[config.mk]
export PLATFORM = sky130hd
export DESIGN_NAME = sps_config_top
export DESIGN_NICKNAME = d
export VERILOG_FILES = /design/src/hw/sps_pkg.sv /design/src/hw/sps_sync_if.sv /design/src/hw/sps_config_top.sv /design/src/hw/sps_sync_gen.sv
export SDC_FILE = /design/constraint.sdc
export NUM_CORES = 1
export LEC_CHECK = 0
export ABC_AREA = 1
export BUFFER_PORTS_ARGS = -buffer_cell sky130_fd_sc_hd__clkbuf_2
export CORE_ASPECT_RATIO = 0.8
export CORE_MARGIN = 2
export CORE_UTILIZATION = 35
export DETAILED_ROUTE_END_ITERATION = 8
export PLACE_DENSITY = 0.68
export RECOVER_POWER = 25
export SLEW_MARGIN = 5
export SYNTH_ARGS = -nofsm -noshare
export SYNTH_HDL_FRONTEND = slang
export SYNTH_SLANG_ARGS = --single-unit
[constraint.sdc]
create_clock -name clk_i -period 1.48 [get_ports clk_i]
set_clock_uncertainty 0.15 [all_clocks]
set_input_delay 0.148 -clock clk_i [delete_from_list [all_inputs] [get_ports clk_i]]
set_output_delay 0.148 -clock clk_i [all_outputs]
set_load 0.05 [all_outputs]
[src/hw/sps_pkg.sv]
package sps_pkg;

	// control mode selection: both layout select pins high means serial control
	localparam logic [1:0] SERIAL_FORMAT_CODE = 2'h3;
	localparam logic [1:0] LAYOUT_FOUR_LANES  = 2'h0;
	localparam logic [1:0] LAYOUT_TWO_LANES   = 2'h1;
	localparam logic [1:0] LAYOUT_ONE_LANE    = 2'h2;

	// lane enables and channels per lane for each pin layout
	localparam logic [3:0] LANES_FOUR   = 4'hF;
	localparam logic [3:0] LANES_TWO    = 4'h3;
	localparam logic [3:0] LANES_ONE    = 4'h1;
	localparam logic [3:0] CPL_FOUR     = 4'h2;
	localparam logic [3:0] CPL_TWO      = 4'h4;
	localparam logic [3:0] CPL_ONE      = 4'h8;

	// serial-mode output interface setup register addresses
	localparam logic [11:0] OUT_IF_SETUP_A_ADDR = 12'h013;
	localparam logic [11:0] OUT_IF_SETUP_B_ADDR = 12'h014;

	// bit of the second general setup register that fires a sync pulse
	localparam int SW_SYNC_BIT = 0;

	// modulator clock dividers: by 4 high resolution, by 8 low power
	localparam int HR_MOD_DIV_LOG2 = 2;
	localparam int LP_MOD_DIV_LOG2 = 3;
	localparam int MOD_CNT_W       = 3;

	// output rate numerators in ksps (2048 and 512) and maximum rates (16, 8)
	localparam logic [11:0] HR_BASE_KSPS = 12'h800;
	localparam logic [11:0] LP_BASE_KSPS = 12'h200;
	localparam logic [11:0] HR_MAX_KSPS  = 12'h010;
	localparam logic [11:0] LP_MAX_KSPS  = 12'h008;

	// largest decimation exponent the 12-bit decimation output holds
	localparam logic [3:0] DEC_LOG2_MAX = 4'hB;

	// output clock divider: exponent 0..7, divide by 1..128
	localparam int SHIFT_CNT_W = 7;

	// pins settle through the synchroniser for this many cycles before first capture
	localparam logic [1:0] SETTLE_CYCLES = 2'h2;

	// reset values of the applied configuration
	localparam logic [3:0] GAIN_UNITY   = 4'h1;
	localparam logic [3:0] RST_DEC_LOG2 = 4'hA;

	// strap table entry layout
	localparam int ST_LP_BIT   = 9;
	localparam int ST_IREF_BIT = 8;
	localparam int ST_GAIN_HI  = 7;
	localparam int ST_GAIN_LO  = 4;
	localparam int ST_DEC_HI   = 3;
	localparam int ST_DEC_LO   = 0;

	typedef logic [9:0] sps_strap_entry_t;

	// {low power, internal ref, gain ch4-7, log2 decimation} per strap code
	localparam sps_strap_entry_t STRAP_TABLE [16] = '{
		10'h01A, 10'h019, 10'h018, 10'h017,
		10'h028, 10'h049, 10'h048, 10'h047,
		10'h119, 10'h118, 10'h117, 10'h219,
		10'h218, 10'h217, 10'h317, 10'h318
	};

	// start-up sequence of the configuration loader
	typedef enum logic [1:0] {
		SPS_ST_RESET  = 2'h0,
		SPS_ST_SETTLE = 2'h1,
		SPS_ST_RUN    = 2'h3
	} sps_state_t;

endpackage

[src/hw/sps_sync_if.sv]
interface sps_sync_if;
	logic start_n;
	logic serial_mode;
	logic sw_sync_bit;
	logic sync_out_n;
	logic start_seen;

	modport gen (
		input  start_n,
		input  serial_mode,
		input  sw_sync_bit,
		output sync_out_n,
		output start_seen
	);

	modport ctl (
		output start_n,
		output serial_mode,
		output sw_sync_bit,
		input  sync_out_n,
		input  start_seen
	);
endinterface

[src/hw/sps_config_top.sv]
// How it works
// - sync input pulse resets the filter path and reloads the configuration registers from the pins in pin mode, from the serial-mode registers in serial mode.
// - asynchronous start pulse is re-timed and driven on the sync output.
// - toggling bit 0 of setup register two in serial mode pulses sync output.
// - filter notch at maximum rate, 16 or 8 kHz, plus two at output rate.
// - both layout select pins high means serial control, else pin control.
// - pin layout codes give four, two or one lanes; aux select uses serial port.
// - four strap pins set power mode, decimation, channels 4-7 gain and reference.
// - codes 0000-0011 high resolution, external, unity, decimation 1024 down to 128.
// - codes 0100-0111 channels 4-7 gain 2,4,4,4, decimation 256,512,256,128.
// - codes 1000-1010 high resolution, internal reference, decimation 512,256,128.
// - codes 1011-1111 low power with the listed references and decimations.
// - output rate is 2048 or 512 ksps divided by decimation.
// - three clock select pins give output clock divide of two to the n.
// - all configuration pins are re-sampled on every sync input pulse.
// - pin mode disables rate converter, diagnostics and serial result readout.
// - serial mode output layout comes from registers 0x013 and 0x014.
// - serial mode readout enable lets results be read over serial port.
// - channel phase delay is captured only on a sync input pulse.
// - modulator clock is master clock divided by 4 or by 8.
module sps_config_top
	import sps_pkg::*;
#(
	parameter int NUM_CH  = 8,
	parameter int PHASE_W = 8
) (
	// clock and reset
	input  wire logic                      clk_i,
	input  wire logic                      rst_n_i,
	// synchronisation pins
	input  wire logic                      sync_in_n_i,
	input  wire logic                      start_n_i,
	output logic                           sync_out_n_o,
	// strap and format pins
	input  wire logic                      config_strap_0_i,
	input  wire logic                      config_strap_1_i,
	input  wire logic                      config_strap_2_i,
	input  wire logic                      config_strap_3_i,
	input  wire logic                      output_layout_sel_0_i,
	input  wire logic                      output_layout_sel_1_i,
	input  wire logic                      aux_converter_select_i,
	input  wire logic                      out_clk_div_sel_0_i,
	input  wire logic                      out_clk_div_sel_1_i,
	input  wire logic                      out_clk_div_sel_2_i,
	// serial-mode register contents
	input  wire logic                      general_user_setup_two_i,
	input  wire logic [7:0]                out_if_setup_a_i,
	input  wire logic [7:0]                out_if_setup_b_i,
	input  wire logic                      serial_result_readout_enable_i,
	input  wire logic                      rate_converter_enable_i,
	input  wire logic                      diagnostics_enable_i,
	input  wire logic                      sw_low_power_i,
	input  wire logic                      sw_int_ref_i,
	input  wire logic [3:0]                sw_dec_log2_i,
	input  wire logic [3:0]                sw_gain_grp0_i,
	input  wire logic [3:0]                sw_gain_grp1_i,
	input  wire logic [2:0]                sw_clk_div_log2_i,
	input  wire logic [NUM_CH*PHASE_W-1:0] channel_phase_delay_i,
	// filter path control
	output logic                           filter_reset_o,
	output logic                           config_valid_o,
	output logic                           modulator_clock_o,
	output logic                           data_shift_clock_tick_o,
	// applied configuration
	output logic                           serial_mode_o,
	output logic                           low_power_o,
	output logic                           int_ref_o,
	output logic [11:0]                    decimation_o,
	output logic [11:0]                    output_sample_rate_o,
	output logic [11:0]                    max_rate_o,
	output logic [3:0]                     gain_grp0_o,
	output logic [3:0]                     gain_grp1_o,
	output logic [2:0]                     clk_div_log2_o,
	output logic [3:0]                     lane_enable_o,
	output logic [3:0]                     chans_per_lane_o,
	output logic                           serial_port_output_o,
	output logic [15:0]                    out_if_setup_o,
	output logic                           rate_converter_en_o,
	output logic                           diagnostics_en_o,
	output logic                           readout_en_o,
	output logic [NUM_CH*PHASE_W-1:0]      channel_phase_delay_o
);

	localparam int PIN_W = 10;

	initial begin
		if (NUM_CH != 8 || PHASE_W < 1 || PHASE_W > 16) begin
			$error("sps_config_top: unsupported channel count or phase width");
		end
	end

	// all static pins gathered into one vector for the synchroniser
	logic [PIN_W-1:0] pins_raw;
	logic [PIN_W-1:0] pins_meta;
	logic [PIN_W-1:0] pins_sync;
	logic             sin_meta;
	logic             sin_sync;
	logic             sin_prev;
	logic             sync_fall;

	assign pins_raw = {out_clk_div_sel_2_i, out_clk_div_sel_1_i, out_clk_div_sel_0_i,
		aux_converter_select_i, output_layout_sel_1_i, output_layout_sel_0_i,
		config_strap_3_i, config_strap_2_i, config_strap_1_i, config_strap_0_i};

	// two-flop synchronisers for sync input and strap pins
	always_ff @(posedge clk_i or negedge rst_n_i) begin
		if (!rst_n_i) begin
			sin_meta  <= 1'b1;
			sin_sync  <= 1'b1;
			pins_meta <= '0;
			pins_sync <= '0;
		end else begin
			sin_meta  <= sync_in_n_i;
			sin_sync  <= sin_meta;
			pins_meta <= pins_raw;
			pins_sync <= pins_meta;
		end
	end

	// sync pulse generator for the start pin and software bit
	sps_sync_if sif ();

	assign sif.start_n     = start_n_i;
	assign sif.serial_mode = serial_mode_o;
	assign sif.sw_sync_bit = general_user_setup_two_i;

	sps_sync_gen u_gen (
		.clk_i   (clk_i),
		.rst_n_i (rst_n_i),
		.sif     (sif)
	);

	assign sync_out_n_o = sif.sync_out_n;

	// start-up sequence and sync edge detection
	sps_state_t state;
	sps_state_t next_state;
	logic [1:0] settle_cnt;
	logic [1:0] next_settle_cnt;
	logic       next_sin_prev;
	logic       next_filter_reset;
	logic       capture;

	always_comb begin
		next_state        = state;
		next_settle_cnt   = settle_cnt;
		next_sin_prev     = sin_sync;
		sync_fall         = sin_prev & ~sin_sync;
		capture           = 1'b0;
		next_filter_reset = sync_fall;
		case (state)
			SPS_ST_RESET: begin
				next_state      = SPS_ST_SETTLE;
				next_settle_cnt = '0;
			end
			SPS_ST_SETTLE: begin
				next_settle_cnt = settle_cnt + 2'h1;
				if (settle_cnt == SETTLE_CYCLES) begin
					next_state = SPS_ST_RUN;
					capture    = 1'b1; // power-up strap sampling
				end
			end
			SPS_ST_RUN: begin
				capture = sync_fall;
			end
			default: begin
				next_state = SPS_ST_RESET;
			end
		endcase
	end

	always_ff @(posedge clk_i or negedge rst_n_i) begin
		if (!rst_n_i) begin
			state          <= SPS_ST_RESET;
			settle_cnt     <= '0;
			sin_prev       <= 1'b1;
			filter_reset_o <= 1'b0;
		end else begin
			state          <= next_state;
			settle_cnt     <= next_settle_cnt;
			sin_prev       <= next_sin_prev;
			filter_reset_o <= next_filter_reset;
		end
	end

	// decode of the sampled pins into the next applied configuration
	sps_strap_entry_t entry;
	logic       pin_serial;
	logic       next_serial;
	logic       next_lp;
	logic       next_iref;
	logic [3:0] next_dec_log2;
	logic [3:0] dec_log2;
	logic [3:0] next_gain0;
	logic [3:0] next_gain1;
	logic [2:0] next_div;
	logic [3:0] next_lanes;
	logic [3:0] next_cpl;
	logic       next_spi_out;
	logic [15:0] next_if_setup;
	logic       next_valid;

	always_comb begin
		entry         = STRAP_TABLE[pins_sync[3:0]];
		pin_serial    = (pins_sync[5:4] == SERIAL_FORMAT_CODE);
		next_serial   = serial_mode_o;
		next_lp       = low_power_o;
		next_iref     = int_ref_o;
		next_dec_log2 = dec_log2;
		next_gain0    = gain_grp0_o;
		next_gain1    = gain_grp1_o;
		next_div      = clk_div_log2_o;
		next_lanes    = lane_enable_o;
		next_cpl      = chans_per_lane_o;
		next_spi_out  = serial_port_output_o;
		next_if_setup = out_if_setup_o;
		next_valid    = config_valid_o | capture;
		if (capture) begin
			next_serial = pin_serial;
			if (pin_serial) begin
				// register-driven setup takes effect on the sync pulse
				next_lp       = sw_low_power_i;
				next_iref     = sw_int_ref_i;
				next_dec_log2 = (sw_dec_log2_i > DEC_LOG2_MAX) ? DEC_LOG2_MAX : sw_dec_log2_i;
				next_gain0    = sw_gain_grp0_i;
				next_gain1    = sw_gain_grp1_i;
				next_div      = sw_clk_div_log2_i;
				next_lanes    = '0;
				next_cpl      = '0;
				next_spi_out  = 1'b0;
				next_if_setup = {out_if_setup_b_i, out_if_setup_a_i};
			end else begin
				next_lp       = entry[ST_LP_BIT];
				next_iref     = entry[ST_IREF_BIT];
				next_dec_log2 = entry[ST_DEC_HI:ST_DEC_LO];
				next_gain0    = GAIN_UNITY;
				next_gain1    = entry[ST_GAIN_HI:ST_GAIN_LO];
				next_div      = pins_sync[9:7];
				next_spi_out  = pins_sync[6];
				next_if_setup = '0;
				case (pins_sync[5:4])
					LAYOUT_FOUR_LANES: begin
						next_lanes = LANES_FOUR;
						next_cpl   = CPL_FOUR;
					end
					LAYOUT_TWO_LANES: begin
						next_lanes = LANES_TWO;
						next_cpl   = CPL_TWO;
					end
					LAYOUT_ONE_LANE: begin
						next_lanes = LANES_ONE;
						next_cpl   = CPL_ONE;
					end
					default: begin
						next_lanes = '0;
						next_cpl   = '0;
					end
				endcase
				if (pins_sync[6]) begin
					next_lanes = '0; // results leave over the serial port
				end
			end
		end
	end

	// applied configuration registers, changed only on a capture

	always_ff @(posedge clk_i or negedge rst_n_i) begin
		if (!rst_n_i) begin
			serial_mode_o        <= 1'b0;
			low_power_o          <= 1'b0;
			int_ref_o            <= 1'b0;
			dec_log2             <= RST_DEC_LOG2;
			gain_grp0_o          <= GAIN_UNITY;
			gain_grp1_o          <= GAIN_UNITY;
			clk_div_log2_o       <= '0;
			lane_enable_o        <= '0;
			chans_per_lane_o     <= '0;
			serial_port_output_o <= 1'b0;
			out_if_setup_o       <= '0;
			config_valid_o       <= 1'b0;
		end else begin
			serial_mode_o        <= next_serial;
			low_power_o          <= next_lp;
			int_ref_o            <= next_iref;
			dec_log2             <= next_dec_log2;
			gain_grp0_o          <= next_gain0;
			gain_grp1_o          <= next_gain1;
			clk_div_log2_o       <= next_div;
			lane_enable_o        <= next_lanes;
			chans_per_lane_o     <= next_cpl;
			serial_port_output_o <= next_spi_out;
			out_if_setup_o       <= next_if_setup;
			config_valid_o       <= next_valid;
		end
	end

	// derived rates and mode-gated feature enables
	logic [11:0] next_decimation;
	logic [11:0] next_rate;
	logic [11:0] next_max_rate;
	logic        next_src_en;
	logic        next_diag_en;
	logic        next_readout_en;

	always_comb begin
		next_decimation = 12'h001 << dec_log2;
		next_rate       = (low_power_o ? LP_BASE_KSPS : HR_BASE_KSPS) >> dec_log2;
		next_max_rate   = low_power_o ? LP_MAX_KSPS : HR_MAX_KSPS;
		next_src_en     = serial_mode_o & rate_converter_enable_i;
		next_diag_en    = serial_mode_o & diagnostics_enable_i;
		next_readout_en = serial_mode_o & serial_result_readout_enable_i;
	end

	always_ff @(posedge clk_i or negedge rst_n_i) begin
		if (!rst_n_i) begin
			decimation_o         <= '0;
			output_sample_rate_o <= '0;
			max_rate_o           <= '0;
			rate_converter_en_o  <= 1'b0;
			diagnostics_en_o     <= 1'b0;
			readout_en_o         <= 1'b0;
		end else begin
			decimation_o         <= next_decimation;
			output_sample_rate_o <= next_rate;
			max_rate_o           <= next_max_rate;
			rate_converter_en_o  <= next_src_en;
			diagnostics_en_o     <= next_diag_en;
			readout_en_o         <= next_readout_en;
		end
	end

	// modulator and output clock dividers, restarted by the filter reset
	logic [MOD_CNT_W-1:0]   mod_cnt;
	logic [MOD_CNT_W-1:0]   next_mod_cnt;
	logic                   next_mod_clk;
	logic [SHIFT_CNT_W-1:0] shift_cnt;
	logic [SHIFT_CNT_W-1:0] next_shift_cnt;
	logic [SHIFT_CNT_W-1:0] shift_mask;
	logic                   next_tick;

	always_comb begin
		next_mod_cnt   = filter_reset_o ? '0 : mod_cnt + {{(MOD_CNT_W-1){1'b0}}, 1'b1};
		next_mod_clk   = low_power_o ? next_mod_cnt[LP_MOD_DIV_LOG2-1]
			: next_mod_cnt[HR_MOD_DIV_LOG2-1];
		shift_mask     = ~({SHIFT_CNT_W{1'b1}} << clk_div_log2_o);
		next_shift_cnt = filter_reset_o ? '0 : shift_cnt + {{(SHIFT_CNT_W-1){1'b0}}, 1'b1};
		next_tick      = ((shift_cnt & shift_mask) == shift_mask) & ~filter_reset_o;
	end

	always_ff @(posedge clk_i or negedge rst_n_i) begin
		if (!rst_n_i) begin
			mod_cnt                 <= '0;
			modulator_clock_o       <= 1'b0;
			shift_cnt               <= '0;
			data_shift_clock_tick_o <= 1'b0;
		end else begin
			mod_cnt                 <= next_mod_cnt;
			modulator_clock_o       <= next_mod_clk;
			shift_cnt               <= next_shift_cnt;
			data_shift_clock_tick_o <= next_tick;
		end
	end

	// per-channel phase delay, latched only on a sync input pulse
	genvar ch;
	generate
		for (ch = 0; ch < NUM_CH; ch++) begin : g_phase
			logic [PHASE_W-1:0] phase;
			logic [PHASE_W-1:0] next_phase;

			always_comb begin
				next_phase = phase;
				if (sync_fall) begin
					next_phase = channel_phase_delay_i[ch*PHASE_W +: PHASE_W];
				end
			end

			always_ff @(posedge clk_i or negedge rst_n_i) begin
				if (!rst_n_i) begin
					phase <= '0;
				end else begin
					phase <= next_phase;
				end
			end

			assign channel_phase_delay_o[ch*PHASE_W +: PHASE_W] = phase;
		end
	endgenerate

endmodule

[src/hw/sps_sync_gen.sv]
module sps_sync_gen
	import sps_pkg::*;
(
	// clock and reset
	input wire logic clk_i,
	input wire logic rst_n_i,
	// link to the configuration loader
	sps_sync_if.gen  sif
);

	logic start_meta;
	logic start_sync;
	logic start_prev;
	logic sw_prev;
	logic armed;
	logic sync_out_n;
	logic start_seen;
	logic next_start_prev;
	logic next_sw_prev;
	logic next_armed;
	logic next_sync_out_n;
	logic next_start_seen;
	logic start_fall;
	logic sw_toggle;

	// start pin synchroniser, first stage read only by the second
	always_ff @(posedge clk_i or negedge rst_n_i) begin
		if (!rst_n_i) begin
			start_meta <= 1'b1;
			start_sync <= 1'b1;
		end else begin
			start_meta <= sif.start_n;
			start_sync <= start_meta;
		end
	end

	// pulse generation from start falling edge or software bit toggle
	always_comb begin
		start_fall      = start_prev & ~start_sync;
		sw_toggle       = armed & sif.serial_mode & (sw_prev ^ sif.sw_sync_bit);
		next_start_prev = start_sync;
		next_sw_prev    = sif.sw_sync_bit;
		next_armed      = 1'b1; // first cycle only learns the bit level
		next_sync_out_n = ~(start_fall | sw_toggle);
		next_start_seen = start_fall;
	end

	always_ff @(posedge clk_i or negedge rst_n_i) begin
		if (!rst_n_i) begin
			start_prev <= 1'b1;
			sw_prev    <= 1'b0;
			armed      <= 1'b0;
			sync_out_n <= 1'b1;
			start_seen <= 1'b0;
		end else begin
			start_prev <= next_start_prev;
			sw_prev    <= next_sw_prev;
			armed      <= next_armed;
			sync_out_n <= next_sync_out_n;
			start_seen <= next_start_seen;
		end
	end

	assign sif.sync_out_n = sync_out_n;
	assign sif.start_seen = start_seen;

endmodule

==> impl_results.md, run 1 <==
* Status: finished, violations left
* Failing checks: setup timing
* H-Tree Depth at 4
* Pins Over Slew Limit at 0
* Post-route setup TNS at -0.214 ns
* Gr ovfl total at 0
* Design area at 0.0107 sq mm
* Vias in the first global route at 6214
* Fillcell total at 1650
* MaxCap Viol Count at 0
* Vias/cell at approximately 4.5
* Area Overhead vs Synth at 54.9%
* Port Buffer Count at 250
* Synth Cell Area at 0.00690 sq mm
* Chip height at 130 um
* CP max stage delay at around 0.53 ns
* CTS tree: yes
* WHS at 0.0804 ns
* Most common cell after layout, fill and taps aside: nand2_1
* Place WS at -0.0597 ns
* Worst path bufs/invs at 3
* PD cells at 1300 mW/mm^2
* Setup violators final at 20
* Final Net Count at 1236
* Top delay family on crit path: flip-flops
* Most frequent cells in the layout: nand2_1, clkbuf_2, dfrtp_1
* Netlist cell types at 32
* Sequential fraction of the synthesis area at 65.9%
* Number of synthesized flops with an enable pin at 0
* Setup ws final at -0.0415 ns
* Gate Count Post-Synth at 718
* Syn avg cell area at 9.61 sq um
* Crit path cell chain: inv_2 > nor2_4 > nand2_4 > nand2_8 > buf_8 > buf_6 > nand4_1 > nand3_1
* Worst-path maximum fanout at 6
* First-pass GRT wire length at 31.3 mm
* Worst setup EP type: flop
* Die X at 161 um
* Max Root-Sink Buffers at 2
* Worst Path Required at around 1.7 ns
* Levels on crit path at 8
* Final Non-Filler Cells at 1386
* Later-pin clock latency in the skew report at 0.42 ns
* Hold WC Path Type: in2async
* Gr usage total at 19.0%
* Min Clock Period, post-route at 1.52 ns
* Clock-pin slew on the worst setup and hold paths at 0.07 ns
* Initial antenna violation count at 4
* Final core area utilization at 55.8%
* Startpoint type of the worst setup path: flop
* Slowest-stage cell, CP: dfstp_2
* Number of remaining DRC errors at 0
* F_max at 657 MHz
* Reg2reg start: sin_prev
* Ys Warns at 0
* Post-place instance area at 0.00861 sq mm
* Vias post-DR at 6194
* Routed Antenna Nets at 0
* DPL Wire Length at 12.9 mm
* Worst VDD drop at 0.705 mV
* Yosys reg bits at 181
* Clock Sinks at 181
* Async S/R FF share, synth at 100%
* Placed cell count at 1226
* Clock root buffer: clkbuf_16
* Share of layout cells above drive strength 1 at a little under a third
* RSZ-0062 raised after global routing: true
* Final hold violation count at 0
* Final Routed Wirelength at 20.1 mm
* Post-synth top flop: dfrtp_1
* Critical setup path kind: reg2reg
* R2R setup slack at -0.04 ns
* Final worst-path cycle share at 103%
* Full die area at 0.0209 sq mm
* Static leakage at 5.80 nW
* Starting Density at 36.0%
* R2r endpoint: int_ref_o
* Core Box Area at 0.0191 sq mm
* Final Power at 13.9 mW
* DRT iter0 DRCs at 366
* Largest net degree at the start of global routing at 53
* IO Count at 262
* Crit path to: int_ref_o
* Gpl congestion at 0.793
* CTS Buf Count at 17
* Row count at 45
* DRT Pass-1 Iters at 6
* Cells on worst reg2reg path at 8
* Drt wl/cell at 14.5 um
* Critical Path Start: sin_prev
* Critical Path AT at 1.73 ns
cell usage after synthesis, types with 2 or more instances:
master,number,area (sq um)
or2_2,2,12.5
buf_6,2,22.5
nand2_1,308,1160
conb_1,2,7.51
xor2_1,3,26.3
dfstp_2,11,289
buf_4,12,90.1
inv_2,5,18.8
or2_1,3,18.8
inv_1,35,131
buf_2,14,70.1
dfrtp_1,170,4250
nor3_1,3,15.0
ha_1,10,125
o211ai_1,5,37.5
buf_1,2,7.51
o21ai_0,21,105
a21oi_1,9,45.0
nor2_1,41,154
nand3_1,41,205
clkbuf_1,8,30.0
area by class of cell:
| cell class | count | area [sq um] | share of cell area, % |
|---|---|---|---|
| antenna | 4 | 10.0 | 0.0937 |
| clock buffer | 20 | 457 | 4.28 |
| clock inverter | 12 | 141 | 1.32 |
| inverter | 41 | 166 | 1.56 |
| multi-input combinational | 468 | 2080 | 19.5 |
| sequential | 181 | 4550 | 42.6 |
| tap | 258 | 323 | 3.02 |
| timing repair buffer | 402 | 2960 | 27.7 |
worst reg2reg max path: stages, from the launching register on:
cell	delay, ns
dfstp_2	0.53
inv_2	0.04
nor2_4	0.12
nand2_4	0.09
nand2_8	0.13
buf_8	0.14
buf_6	0.10
nand4_1	0.07
nand3_1	0.09
timing repair:
item,CTS,global route
hold buffers,114,0
setup buffers,2,4
resized for setup,22,33
endpoints found under the hold margin,289,0
pin swaps,1,5
gates cloned,0,5
endpoints found under the setup margin,38,90
report_power, final:
part           internal, mW  total [mW]  switching, mW
Combinational          1.01        3.55           2.54
Clock                  2.48        4.51           2.03
Sequential             5.50        5.83          0.336
Total                  8.98        13.9           4.90
cells by family (layout without fill, tap and decap cells):
logic type,Yosys count,count (layout),synth area share [%]
xor+xnor,3,3,0.381
fa+ha+maj,10,10,1.81
buf+inv,79,475,5.42
compound gates,40,40,3.21
simple gates,403,403,23.2
other cells,2,16,0.109
flops,181,181,65.9
per-layer routing:
layer,vias up,GRT usage (%),routed length [um]
met5,-,0,0
met4,0,4.67,260
met3,16,5.95,1540
met2,289,32.2,9680
met1,2901,24.1,8660
li1,2988,-,-
worst min path at each step:
stage	start	end	slack (ns)	cells after the start
final	rst_n_i	max_rate_o[3]	0.08	2
after global routing	rst_n_i	max_rate_o[3]	0.09	2
after CTS	rst_n_i	max_rate_o[3]	0.05	2
after detailed placement	rst_n_i	max_rate_o[3]	-0.05	1
after global placement	rst_n_i	max_rate_o[3]	-0.06	1
after floorplan	rst_n_i	chans_per_lane_o[1]	-0.30	0
registers in the layout (all words and copies together), names as in the netlist, 2 cells and up:
signal / cells
g_phase.phase: 64
out_if_setup_o: 16
decimation_o: 12
output_sample_rate_o: 12
pins_meta: 10
pins_sync: 10
shift_cnt: 7
dec_log2: 4
gain_grp0_o: 4
gain_grp1_o: 4
chans_per_lane_o: 3
clk_div_log2_o: 3
lane_enable_o: 3
mod_cnt: 3
max_rate_o: 2
settle_cnt: 2
state: 2
No activity file was read; power rests on OpenSTA's default activity.
==> run 2, diff against run 1 <==
--- a/config.mk
+++ b/config.mk
@@ -5,7 +5,6 @@
 export SDC_FILE = /design/constraint.sdc
 export NUM_CORES = 1
 export LEC_CHECK = 0
-export ABC_AREA = 1
 export BUFFER_PORTS_ARGS = -buffer_cell sky130_fd_sc_hd__clkbuf_2
 export CORE_ASPECT_RATIO = 0.8
 export CORE_MARGIN = 2
==> impl_results.md, run 2 <==
* Status: finished, violations left
* Failing checks: setup timing
* Static leakage at 5.67 nW
* Gpl congestion at 0.781
* Area Overhead vs Synth at 64.8%
* Clock root buffer: clkbuf_16
* Max_slew headroom at 22.4%
* Full die area at approximately 0.021 sq mm
* Async S/R FF share, synth at 100%
* Count leader, synth: dfrtp_1
* Most common cell after layout, fill and taps aside: clkbuf_2
* Fillcell total at 1531
* Number of remaining DRC errors at 0
* Clock Sinks at roughly 180
* MaxCap Viol Count at 0
* Largest area contributor in the synthesized netlist: dfrtp_1
* Share of layout cells above drive strength 1 at 47.3%
* Number of synthesized flops with an enable pin at 0
* DPL Wire Length at 11.2 mm
* Most flop-heavy register: g_phase.phase
* PD cells at around 1300 mW/mm^2
* Hold WC Path Type: in2reg
* Row count at 45
* RSZ-0062 raised after global routing: true
* Final hold violation count at 0
* Antenna Cells at 0
* Post-place instance area at 0.00865 sq mm
* Cells on worst reg2reg path at 6
* Routed Antenna Nets at 0
* Synth area leaders: dfrtp_1, mux2_1, dfstp_2, nand2_1, mux2_2
* H-Tree Depth at 4
* Largest register FFs at 64
* Port Buffer Count at 250
* Initial antenna violation count at 0
* Later-pin clock latency in the skew report at 0.42 ns
* Worst-Margin Slew at 1.16 ns
* Netlist cell types at 45
* Ys Warns at 0
* CTS tree: yes
* Worst Path Required at 1.64 ns
* Syn avg cell area at approximately 13 sq um
* CTS Buf Count at 17
* First-pass GRT wire length at 28.9 mm
* Drt wl/cell at 15.7 um
* Sequential fraction of the synthesis area at 66.5%
* DRT Pass-1 Iters at 4
* Synth Cell Area at ~0.0068 sq mm
* Vias/cell at between 4 and 5
* Worst VDD drop at 0.684 mV
* Startpoint type of the worst setup path: flop
* IO Count at roughly 260
* Post-synth top area share at 62.2%
* Critical Path AT at 1.88 ns
* Pins Over Slew Limit at 0
* Vias post-DR at between 5000 and 6000
* WHS at 0.0322 ns
* Gate Count Post-Synth at about 530
* Largest net degree at the start of global routing at 39
* Max Root-Sink Buffers at 2
* Yosys reg bits at 181
* Largest regs: g_phase.phase: 64 flops, out_if_setup_o: 16 flops
* F_max at 581 MHz
* Post-synth top flop: dfrtp_1
* Worst setup EP type: flop
* Final worst-path cycle share at 116%
* WHS Path Cells at 3
* Vias in the first global route at 5675
* Setup violators final at about 110
* Chip height at 129 um
* Commonest cells in the synthesized netlist: dfrtp_1, nand2_1, mux2_1
* Clock-pin slew on the worst setup and hold paths at 0.07 ns
* Most frequent cells in the layout: clkbuf_2, dfrtp_1, dlygate4sd3_1
* Critical setup path kind: reg2reg
* Final Net Count at 1070
* DRT iter0 DRCs at roughly 220
* Gr usage total at 17.9%
* Worst-path maximum fanout at 9
* Setup ws final at -0.241 ns
* Final Routed Wirelength at 19.1 mm
* Die X at 160 um
* Min Clock Period, post-route at 1.72 ns
* Design area at 0.0113 sq mm
* Starting Density at between 30 and 40%
* Gr ovfl total at 0
* Core Box Area at about 0.019 sq mm
-- run 2: changes by cell type after synthesis, sizes merged, moves of 4 or more --
cell    delta
mux2      +65
or2        -4
nand2    -236
nand3     -14
buf        +4
a31oi      +6
o211ai     -4
a211oi     +5
o31ai      +4
a21oi      -5
nand2b    +10
o21ai      -6
inv       -32
and2       +4
-- run 2: cells by family (layout without fill, tap and decap cells) --
group	Yosys count	in the layout	synth area share [%]
other	2	12	0.110
flip-flops	181	181	66.5
AND/OR/NAND/NOR	170	170	10.9
AO/OA/AOI/OAI	49	49	5.04
adder cells (fa/ha/maj)	10	10	1.83
buffers and inverters	48	463	3.94
multiplexers	65	65	10.7
XOR/XNOR	8	8	1.03
-- run 2: path summary, 6_finish.rpt --
kind,from,end,slack [ns]
setup / recovery,next_sin_prev,dec_log2[3],-0.24
hold / removal,sw_dec_log2_i[1],dec_log2[1],0.03
setup reg to reg,next_sin_prev,dec_log2[3],-0.24
hold reg to reg,pins_meta[2],pins_sync[2],0.20
max in group asynchronous,rst_n_i,u_gen.sif.sync_out_n,0.02
min in group asynchronous,rst_n_i,lane_enable_o[0],0.35
-- run 2: power by group --
group | leakage [nW] | switching (mW) | total, mW | internal (mW)
clock network | 0.312 | 2.04 | 4.93 | 2.88
logic | 3.16 | 2.63 | 4.06 | 1.42
registers | 2.21 | 0.390 | 5.93 | 5.54
total | 5.67 | 5.07 | 14.9 | 9.84
-- run 2: per-stage QoR --
step	power [mW]	worst slack, ns	instances	util [%]	setup TNS (ns)
floorplan	8.32	-0.120	543	-	-9.94
global placement	9.29	-0.203	1050	45.5	-15.21
detailed placement	9.34	-0.235	1050	45.5	-18.02
CTS	14.9	-0.239	1208	57.6	-16.62
global route	15.6	-0.312	1216	59.2	-33.45
finish	14.9	-0.241	1216	59.2	-16.39
-- run 2: metal layers --
layer | track usage (%) | part of all wire, % | up-vias
met5 | 0 | 0 | -
met4 | 5.35 | 0.83 | 0
met3 | 4.58 | 4.8 | 18
met2 | 29.6 | 49 | 165
met1 | 23.5 | 45 | 2692
li1 | - | - | 2604
-- run 2: what timing repair did --
item,CTS,global route
endpoints found under the setup margin,112,111
hold buffers,113,0
gates resized for setup,81,56
buffers inserted,8,3
pin swaps,7,6
endpoints found under the hold margin,292,0
gates cloned,6,7
-- run 2: cell type report --
cell class | count | area [sq um] | share of cell area (%)
Sequential cell | 181 | 4550 | 40.4
Tap cell | 258 | 323 | 2.87
Clock inverter | 15 | 216 | 1.92
Timing Repair Buffer | 423 | 3290 | 29.2
Clock buffer | 17 | 425 | 3.78
Inverter | 8 | 30.0 | 0.267
Multi-Input combinational cell | 314 | 2430 | 21.6
-- run 2: critical path: stages, from the launching register on --
cell     delay (ns)
dfstp_2        0.53
and2b_4        0.23
a31oi_4        0.24
buf_12         0.19
buf_12         0.13
nand2_1        0.06
o31ai_1        0.08
